`src/logic/ccm_pkg.sv`:
```
`default_nettype none
package ccm_pkg;
	localparam int unsigned ADDR_W = 4;
	localparam int unsigned DATA_W = 8;
	// register offsets
	localparam logic [3:0] SYS_CFG_ADDR = 4'h0;
	localparam logic [3:0] STATUS_ADDR  = 4'h1;
	localparam logic [3:0] MASK_ADDR    = 4'h2;
	localparam logic [3:0] MODE_ADDR    = 4'h3;
	// field positions
	localparam int unsigned MON_DIS_BIT   = 4;
	localparam int unsigned LOSS_EVT_BIT  = 0;
	localparam int unsigned MODE_FAIL_BIT = 7;
	localparam int unsigned MODE_PLL_BIT  = 6;
	localparam int unsigned MODE_RDY_BIT  = 5;
	// reset values
	localparam logic       MON_DIS_RST = 1'b0;
	localparam logic       MASK_RST    = 1'b0;
	localparam logic [2:0] STRAP_RST   = 3'h7;
	localparam logic [4:0] FACTOR_RST  = 5'h04;
	// strap codes of the two non-multiplying modes
	localparam logic [2:0] STRAP_DIRECT = 3'h3;
	localparam logic [2:0] STRAP_PRESC  = 3'h1;
	// monitor overflows on the 16th free-running tick
	localparam logic [4:0] MON_LAST     = 5'h0f;
	localparam logic [3:0] PLL_DIV_RST  = 4'h2;

	function automatic logic [4:0] mul_factor(input logic [2:0] strap);
		case (strap)
			3'h7: mul_factor = 5'h04;
			3'h6: mul_factor = 5'h03;
			3'h5: mul_factor = 5'h08;
			3'h4: mul_factor = 5'h05;
			3'h3: mul_factor = 5'h01;
			3'h2: mul_factor = 5'h0a;
			3'h1: mul_factor = 5'h01;
			default: mul_factor = 5'h10;
		endcase
	endfunction
endpackage
`default_nettype wire

```
`src/logic/ccm_clock_select.sv`:
```
// Design decisions made here: the register addresses and the strobed register port.
`default_nettype none
module ccm_clock_select #(
	parameter logic [3:0] PLL_DIV = ccm_pkg::PLL_DIV_RST,
	parameter int unsigned CNT_W  = 8
) (
	input  wire logic                      clk,
	input  wire logic                      rst,
	input  wire logic                      swReset,
	input  wire logic                      xtalIn,
	input  wire logic [2:0]                strapPins,
	input  wire logic [ccm_pkg::ADDR_W-1:0] addr,
	input  wire logic [ccm_pkg::DATA_W-1:0] wdata,
	input  wire logic                      wr,
	input  wire logic                      rd,
	output logic      [ccm_pkg::DATA_W-1:0] rdata,
	output logic                           cpuClk,
	output logic                           cpuRise,
	output logic                           cpuFall,
	output logic                           pllOn,
	output logic                           oscBypass,
	output logic      [4:0]                mulFactor,
	output logic                           clkFail,
	output logic                           irq
);
	typedef struct packed {
		logic                     caught;
		logic [2:0]               strap;
		logic [4:0]               factor;
		logic                     bypass;
		logic                     monDis;
		logic                     fail;
		logic                     stat;
		logic                     mask;
		logic                     xtalPrev;
		logic [CNT_W-1:0]         halfLen;
		logic [CNT_W-1:0]         halfCnt;
		logic [CNT_W:0]           acc;
		logic [3:0]               pllDiv;
		logic [4:0]               monCnt;
		logic                     cpuClk;
		logic                     cpuRise;
		logic                     cpuFall;
		logic                     pllOn;
		logic                     irq;
		logic [ccm_pkg::DATA_W-1:0] rdata;
	} ccm_state_t;

	ccm_state_t s_q;
	ccm_state_t s_d;
	logic       xtalEdge;
	logic       xtalRise;
	logic       pllTick;
	logic       bypassMode;
	logic       monOn;
	logic       failEvt;
	logic       nextClk;
	logic [CNT_W:0] accSum;

	always_comb begin
		s_d = s_q;
		s_d.cpuRise = 1'b0;
		s_d.cpuFall = 1'b0;
		xtalEdge = xtalIn ^ s_q.xtalPrev;
		xtalRise = xtalIn & ~s_q.xtalPrev;
		s_d.xtalPrev = xtalIn;
		bypassMode = (s_q.strap == ccm_pkg::STRAP_DIRECT) || (s_q.strap == ccm_pkg::STRAP_PRESC);
		monOn = s_q.caught && bypassMode && !s_q.monDis && !s_q.fail;
		failEvt = 1'b0;
		nextClk = s_q.cpuClk;
		accSum = s_q.acc + {{(CNT_W-4){1'b0}}, s_q.factor};
		// strap capture right after release
		if (!s_q.caught) begin
			s_d.caught = 1'b1;
			s_d.strap = strapPins;
			s_d.factor = ccm_pkg::mul_factor(strapPins);
			s_d.bypass = (strapPins == ccm_pkg::STRAP_DIRECT);
		end
		// free-running pll tick divider
		pllTick = 1'b0;
		if (s_q.pllOn) begin
			if (s_q.pllDiv == PLL_DIV - 4'h1) begin
				pllTick = 1'b1;
				s_d.pllDiv = 4'h0;
			end else begin
				s_d.pllDiv = s_q.pllDiv + 4'h1;
			end
		end else begin
			s_d.pllDiv = 4'h0;
		end
		// loss monitor
		if (!monOn || xtalEdge) begin
			s_d.monCnt = 5'h00;
		end else if (pllTick) begin
			if (s_q.monCnt == ccm_pkg::MON_LAST) begin
				failEvt = 1'b1;
				s_d.monCnt = 5'h00;
			end else begin
				s_d.monCnt = s_q.monCnt + 5'h01;
			end
		end
		if (failEvt) begin
			s_d.fail = 1'b1;
		end
		// input half-period measurement for the multiplier
		if (xtalEdge) begin
			s_d.halfCnt = '0;
			s_d.halfLen = (s_q.halfCnt == {CNT_W{1'b1}}) ? s_q.halfCnt : s_q.halfCnt + 1'b1;
		end else if (s_q.halfCnt != {CNT_W{1'b1}}) begin
			s_d.halfCnt = s_q.halfCnt + 1'b1;
		end
		// cpu clock generation
		if (!s_q.caught) begin
			nextClk = 1'b0;
		end else if (s_q.fail) begin
			// phase before the switch already lasted at least sixteen ticks
			if (pllTick) begin
				nextClk = ~s_q.cpuClk;
			end
		end else begin
			case (s_q.strap)
				ccm_pkg::STRAP_DIRECT: nextClk = xtalIn;
				ccm_pkg::STRAP_PRESC: begin
					if (xtalRise) begin
						nextClk = ~s_q.cpuClk;
					end
				end
				default: begin
					// resync on each input rising edge, factor toggles per input half
					if (xtalRise) begin
						nextClk = 1'b1;
						s_d.acc = '0;
					end else if (accSum >= {1'b0, s_q.halfLen}) begin
						nextClk = ~s_q.cpuClk;
						s_d.acc = accSum - {1'b0, s_q.halfLen};
					end else begin
						s_d.acc = accSum;
					end
				end
			endcase
		end
		s_d.cpuClk = nextClk;
		s_d.cpuRise = nextClk & ~s_q.cpuClk;
		s_d.cpuFall = ~nextClk & s_q.cpuClk;
		// register port
		if (wr && addr == ccm_pkg::SYS_CFG_ADDR) begin
			s_d.monDis = wdata[ccm_pkg::MON_DIS_BIT];
		end
		if (wr && addr == ccm_pkg::MASK_ADDR) begin
			s_d.mask = wdata[0];
		end
		if (wr && addr == ccm_pkg::STATUS_ADDR && wdata[ccm_pkg::LOSS_EVT_BIT]) begin
			s_d.stat = 1'b0;
		end
		if (failEvt) begin
			s_d.stat = 1'b1;
		end
		s_d.rdata = '0;
		if (rd) begin
			case (addr)
				ccm_pkg::SYS_CFG_ADDR: s_d.rdata[ccm_pkg::MON_DIS_BIT] = s_q.monDis;
				ccm_pkg::STATUS_ADDR: s_d.rdata[ccm_pkg::LOSS_EVT_BIT] = s_q.stat;
				ccm_pkg::MASK_ADDR: s_d.rdata[0] = s_q.mask;
				ccm_pkg::MODE_ADDR: begin
					s_d.rdata[2:0] = s_q.strap;
					s_d.rdata[ccm_pkg::MODE_RDY_BIT] = s_q.caught;
					s_d.rdata[ccm_pkg::MODE_PLL_BIT] = s_q.pllOn;
					s_d.rdata[ccm_pkg::MODE_FAIL_BIT] = s_q.fail;
				end
				default: s_d.rdata = '0;
			endcase
		end
		// software or watchdog reset clears the failure and recaptures the straps
		if (swReset) begin
			s_d.caught = 1'b0;
			s_d.fail = 1'b0;
			s_d.monCnt = 5'h00;
		end
		// pll runs when multiplying, when monitoring, or after a failure
		s_d.pllOn = s_d.caught &&
			(!bypassMode || !s_d.monDis || s_d.fail);
		s_d.irq = s_d.stat & s_d.mask;
	end

	always_ff @(posedge clk or posedge rst) begin
		if (rst) begin
			s_q <= '0;
			s_q.strap <= ccm_pkg::STRAP_RST;
			s_q.factor <= ccm_pkg::FACTOR_RST;
			s_q.monDis <= ccm_pkg::MON_DIS_RST;
			s_q.mask <= ccm_pkg::MASK_RST;
		end else begin
			s_q <= s_d;
		end
	end

	assign rdata = s_q.rdata;
	assign cpuClk = s_q.cpuClk;
	assign cpuRise = s_q.cpuRise;
	assign cpuFall = s_q.cpuFall;
	assign pllOn = s_q.pllOn;
	assign oscBypass = s_q.bypass;
	assign mulFactor = s_q.factor;
	assign clkFail = s_q.fail;
	assign irq = s_q.irq;
endmodule
`default_nettype wire

```
`config.mk`:
```
export PLATFORM = sky130hd
export DESIGN_NAME = ccm_clock_select
export DESIGN_NICKNAME = d
export VERILOG_FILES = /design/src/logic/ccm_pkg.sv /design/src/logic/ccm_clock_select.sv
export SDC_FILE = /design/constraint.sdc
export NUM_CORES = 1
export LEC_CHECK = 0
export BUFFER_PORTS_ARGS = -buffer_cell sky130_fd_sc_hd__buf_2
export CORE_MARGIN = 1.5
export CORE_UTILIZATION = 50
export CTS_CLUSTER_DIAMETER = 120
export DETAILED_ROUTE_END_ITERATION = 6
export GPL_TIMING_DRIVEN = 1
export MAX_ROUTING_LAYER = met4
export PLACE_DENSITY = 0.84
export SLEW_MARGIN = 15
export SYNTH_ARGS = -nofsm -noshare
export SYNTH_HDL_FRONTEND = slang
export SYNTH_SLANG_ARGS = --single-unit
```
`constraint.sdc`:
```
create_clock -name clk -period 3.3 [get_ports clk]
set_clock_uncertainty 0.15 [all_clocks]
set_input_delay 0.495 -clock clk [delete_from_list [all_inputs] [get_ports clk]]
set_output_delay 0.495 -clock clk [all_outputs]
set_load 0.05 [all_outputs]
```
# After elaboration in Yosys (flattened, before gate mapping)
# Cells that the tools add are included.
# W data, S select, Z words.
[totals]
mem_bits_rw = 0
reg_bits = 62
word_cells = 111
latch_bits = 0
output_inout_bits = 20
rom_bits = 0
mem_count = 0
[op_classes]
n_reduce_logical = 23
n_mul = 0
add_sub_neg = 5
n_shift = 0
bitwise = 10
muxes = 36
eq_ne = 16
magnitude_cmp = 1
div_mod_pow = 0
[ops]
columns = ["operator", "n"]
rows = [
  ["$mux W8", 4],
  ["$pmux W5 S6", 1],
  ["$mux W5", 4],
  ["$mux W1", 19],
  ["$mux W9", 2],
  ["$eq A3 B3 Y1 const B", 4],
  ["$add A9 B5 Y9", 1],
  ["$eq A3 B2 Y1 const B", 3],
  ["$ge A9 B8 Y1", 1],
  ["$sub A9 B8 Y9", 1],
  ["$add A8 B1 Y8 const B", 1],
  ["$eq A4 B1 Y1 const B", 2],
  ["$eq A4 B2 Y1 const B", 2],
  ["$eq A8 B8 Y1 const B", 1],
  ["$logic_and A1 B1 Y1", 8],
  ["$mux W4", 2],
  ["$ne A8 B8 Y1 const B", 1],
  ["$eq A3 B1 Y1 const B", 2],
  ["$add A5 B1 Y5 const B", 1],
  ["$eq A5 B4 Y1 const B", 1],
  ["$logic_not A1 Y1", 5],
  ["$not A1 Y1", 5],
  ["$add A4 B1 Y4 const B", 1],
  ["$and A1 B1 Y1", 4],
  ["11 further kinds", 15],
]

# Depth between registers and ports, before layout
[logic_depth]
ltp_word = 12
ltp_mapped = 16
mapped_depth_nobuf = 14

# Worst setup path after synthesis
# Ideal clock, no wire load.
[synth_timing]
path_type = "reg2reg"
from = "register s_q, in the netlist mulFactor[0]"
to = "register s_q, in the netlist cpuClk"
arrival_ns = 2.988
setup_slack_ns = 0.033
setup_time_ns = 0.129
path_stages_with_launch = 17
t_required_ns = 3.021
period_less_slack_ns = 3.267
path_buffers = 2
path_cell_list = "dfrtp_1 -> ha_1 -> inv_1 -> fa_1 -> nand2b_1 -> a21oi_1 -> o21ai_0 -> xnor2_1 -> ha_1 -> a21oi_1 -> nand2_1 -> o211ai_1 -> and3_1 -> buf_6 -> buf_8 -> xor2_1 -> a31oi_1"
[synth_via]
elab_chain_len = 7
[synth_rtl]
columns = ["element", "line_no", "rtl"]
rows = [
  ["start, declared", "ccm_clock_select.sv:49", "ccm_state_t s_q;"],
  ["$add A9 B5 Y9", "ccm_clock_select.sv:71", "accSum = s_q.acc + {{(CNT_W-4){1'b0}}, s_q.factor};"],
  ["$ge A9 B8 Y1", "ccm_clock_select.sv:133", "end else if (accSum >= {1'b0, s_q.halfLen}) begin"],
  ["$mux W1", "ccm_clock_select.sv:133", ""],
  ["$mux W1", "ccm_clock_select.sv:130", "if (xtalRise) begin"],
  ["$pmux W1 S2", "ccm_clock_select.sv:121", "case (s_q.strap)"],
  ["$mux W1", "ccm_clock_select.sv:115", "end else if (s_q.fail) begin"],
  ["$mux W1", "ccm_clock_select.sv:113", "if (!s_q.caught) begin"],
  ["net nextClk", "ccm_clock_select.sv:57", "logic nextClk;"],
]
# The timed path passes the listed nets, and every way through them passes these cells.
# A chain may end at the register's enable or synchronous reset.

# Worst setup path after layout
[layout_timing]
from = "register s_q, in the netlist mulFactor[0]"
to = "register s_q[22] (netlist name)"
[layout_via]
elab_chain_len = 4
word_cells_on_any_way = 5
cone_classes = "2 x add/sub; 1 x order compare; 2 x mux"
[layout_rtl]
columns = ["element", "line_no"]
rows = [
  ["$add A9 B5 Y9 (*)", "ccm_clock_select.sv:71"],
  ["$sub A9 B8 Y9 or $ge A9 B8 Y1 (tied branches)", "ccm_clock_select.sv:135, ccm_clock_select.sv:133"],
  ["$mux W9 (*)", "ccm_clock_select.sv:133"],
  ["$mux W9 (*)", "ccm_clock_select.sv:130"],
]
# Mark *: on every way between the ends. The rest lies on a longest branch, timed or not.

==> flow_summary_export.csv <==
group,metric,value,unit
setup_path,cpMaxStageDelayCell,"dfrtp_1",
timing,finalCriticalPeriod,3204,ps
cts,htree_levels,3,
detailed_routing,ant_nets,0,
synth,ys_top_cells_by_area,"dfrtp_1 (41%), ha_1 (5.8%), nand2_1 (4.3%), o21ai_0 (3.8%), dfstp_2 (3.0%)",
cts,cts_made_buffers,9,
power_and_ir_drop,seqPwrFrac,27.5,%
detailed_routing,via_per_inst,5.620,
placed_design,gp_congestion,0.8483,
setup_path,critPathBufInv,4,
synth,yosys.cell_count.top_type,"dfrtp_1",
synth,ys.flop_type,"dfrtp_1",
timing,fin_setup_tns,0,ps
floorplan,placementRows,30,
timing,maxSlewHeadroom,42.18,%
global_route,grt_pass1_wl,11.90,mm
cts,clk_path_buf_depth,2,
power_and_ir_drop,switchingPower,1.315,mW
setup_path,crit_fanout,6,
setup_path,cp-start-kind,"flip-flop",
synth,syn_nets,399,
finish,final_cell_count_no_fill,498,
cts,clkTransAtPathRegs,70,ps
global_route,grtUsageTotal,21.05,%
floorplan,start_util,51.20,%
setup_path,path_delay_family,"adder cells",
finish,area_delta_synth_final,20.47,%
synth,ys_warn_count,0,
detailed_routing,vias,2799,
setup_path,required,3400,ps
synth,synth-seq-area-share,44.27,%
cts,cts-root-buf,"clkbuf_8",
timing,hold_viol_final,0,
power_and_ir_drop,combPwrFrac,50.6,%
synth,ys_seq_elements,61,
timing,maxSlewViolCount,0,
timing,setup_viol,0,
synth,synth.distinct_cells,58,
setup_path,crit_chain,"ha_2, inv_2, fa_2, nand2b_4, a21oi_4, o21ai_2, xnor2_2, ha_4, buf_6, nand4_1, nor2_1, nor2_1, and3_4, buf_4, buf_4, o311ai_4",
floorplan,die_h,86.18,um
cts,cts_sinks,61,
synth,async_flop_share,100.0,%
floorplan,boundaryPins,41,
power_and_ir_drop,powerDensity,830.2,nW/um^2
timing,final.period_utilization,97.08,%
synth,syn_area_per_cell,9.610,um^2
timing,tightest_slew,866.3,ps
detailed_routing,dr.pass1.iters,4,
finish,nets,452,
synth,synth_area,3460,um^2
setup_path,critical_path_arrival,3310,ps
placed_design,numPortBuffers,33,
detailed_routing,wirelength,7.194,mm
detailed_routing,drc,0,
detailed_routing,drt_iter0_markers,120,
setup_path,critical-path-max-stage-delay,390,ps
synth,yosysTopAreaCell,"dfrtp_1",
power_and_ir_drop,p_leak,1.942,nW
power_and_ir_drop,internal_power,2.145,mW
global_route,antenna_found_initial,0,
power_and_ir_drop,peakVddDrop,0.3254,mV
detailed_routing,routedWlPerCell,14.45,um
global_route,grt_max_degree,53,
synth,synth_edf_count,0,
outcome,status,"finished clean",
flow_run,max_cap_violations,0,
power_and_ir_drop,power.share.clock,21.9,%
global_route,grt_pass1_vias,2725,
timing,rsz0062_at_grt,"yes",
worst_hold_path,hold_class,"in2async",
finish,drive_above_1_share,27.51,%
setup_path,crit_type,"reg2reg",
floorplan,core,6756,um^2
placed_design,dp_hpwl,5.073,mm
cts,clkLatencyLatePin,340,ps
global_route,grt_remaining_overflow,0,
cts,tritoncts,"built",
synth,syn-instance-count,360,
power_and_ir_drop,switching_share,38.00,%
synth,synth_top_area_share,41.23,%
synth,yosys-top-cells-count,"dfrtp_1 (57), nand2_1 (40), o21ai_0 (26)",
cts,cts_hold_repair.buffers,0,
finish,diodes,0,
setup_path,cp-end-kind,"flip-flop",
placed_design,dp_cells,474,
floorplan,die_x,86.18,um
floorplan,die_area,7427,um^2
timing,fmax,312.1,MHz
metal layers:
metal / vias to the layer above / track usage [%] / wire length (um)
met2: 69 / 36.58 / 3746
met5: - / - / 0
li1: 1358 / - / -
met1: 1363 / 23.76 / 3077
met3: 9 / 4.095 / 279
met4: 0 / 8.944 / 91
metrics by stage:
| stage | setup slack [ps] | hold WS [ps] | cell area (um^2) | power [mW] | utilization, % |
|---|---|---|---|---|---|
| after floorplan | 32.77 | 303.0 | 3460 | 2.048 | - |
| after global placement | -109.3 | 314.0 | 3747 | 2.377 | 55.46 |
| after detailed placement | -175.7 | 327.2 | 3747 | 2.445 | 55.46 |
| after CTS | 0.4172 | 145.8 | 4030 | 3.310 | 59.65 |
| after global routing | -56.60 | 148.2 | 4168 | 3.694 | 61.69 |
| final | 96.23 | 147.1 | 4168 | 3.460 | 61.69 |
state kept, by name, indices dropped and copies added (netlist names):
signal and cells:
rdata 7, irq 1, clkFail 1, pllOn 1, cpuRise 1, mulFactor 5, cpuFall 1, s_q 42
cpuClk 1, oscBypass 1
area by class of cell:
class | count | area, um^2
Clock inverter | 6 | 93.84
Inverter | 18 | 68.82
Multi-Input combinational cell | 259 | 1827
Fill cell | 520 | 2589
Sequential cell | 61 | 1531
Clock buffer | 10 | 137.6
Timing Repair Buffer | 64 | 409.1
Tap cell | 80 | 100.1
cell families (layout without fill, tap and decap cells):
group / count (synthesis) / in the layout / synth area share, %
AND/OR/NAND/NOR: 134 / 134 / 19.42
AO/OA/AOI/OAI: 75 / 75 / 14.18
flip-flops: 61 / 61 / 44.27
buffers and inverters: 40 / 98 / 6.292
adder cells (fa/ha/maj): 18 / 18 / 6.944
XOR/XNOR: 16 / 16 / 4.051
multiplexers: 15 / 15 / 4.738
other: 1 / 1 / 0.1084
placed cells by master (no fill, tap or decap), types with 3 or more instances in the layout:
cell type,n
a21oi_2,4
nand3b_1,3
dfstp_2,4
o21ai_0,23
mux2i_1,7
buf_6,3
and3_1,5
xor2_1,4
dfrtp_1,57
nor2b_1,7
mux2_2,7
o21a_1,4
ha_1,13
o21ai_1,4
and4_1,3
and2_1,12
xnor2_1,11
nor3_1,4
buf_2,33
a21oi_1,9
inv_1,15
nor2_1,25
o211ai_1,3
clkbuf_8,10
nand2_1,40
buf_4,28
nand3_1,16
nand2b_1,7
worst reg2reg max path: cells and delay by family (launching register included):
kind	cells	cell delay, ps
xor+xnor	1	170
simple gates	5	670
compound gates	3	460
flops	1	390
buf+inv	4	440
fa+ha+maj	3	850
power by group through the flow:
stage	Clock (mW)	Sequential (mW)	Combinational, mW
finish	0.758	0.952	1.75
global route	0.816	0.967	1.91
CTS	0.768	0.945	1.60
detailed placement	0	0.958	1.49
global placement	0	0.951	1.43
floorplan	0	0.988	1.06
final timing paths:
kind | startpoint | to | slack, ps | cells past startpoint
worst max-delay path | mulFactor[0]$_DFFE_PP0N_ | s_q[22]$_DFFE_PP0P_ | 100 | 16
worst min-delay path | rst | s_q[14]$_DFFE_PP0P_ | 150 | 2
worst max register to register | mulFactor[0]$_DFFE_PP0N_ | s_q[22]$_DFFE_PP0P_ | 100 | 16
worst min register to register | s_q[43]$_DFFE_PP0N_ | s_q[43]$_DFFE_PP0N_ | 340 | 2
max in group asynchronous | rst | s_q[38]$_DFFE_PP0P_ | 2240 | 3
min in group clk | xtalIn | s_q[47]$_DFF_PP0_ | 160 | 1
what timing repair did:
item | in CTS | in global routing
setup buffers | 4 | 4
setup endpoints to repair | 12 | 12
pin swaps | 5 | 21
gates resized for setup | 7 | 21
(Power assumes the default switching activity.)
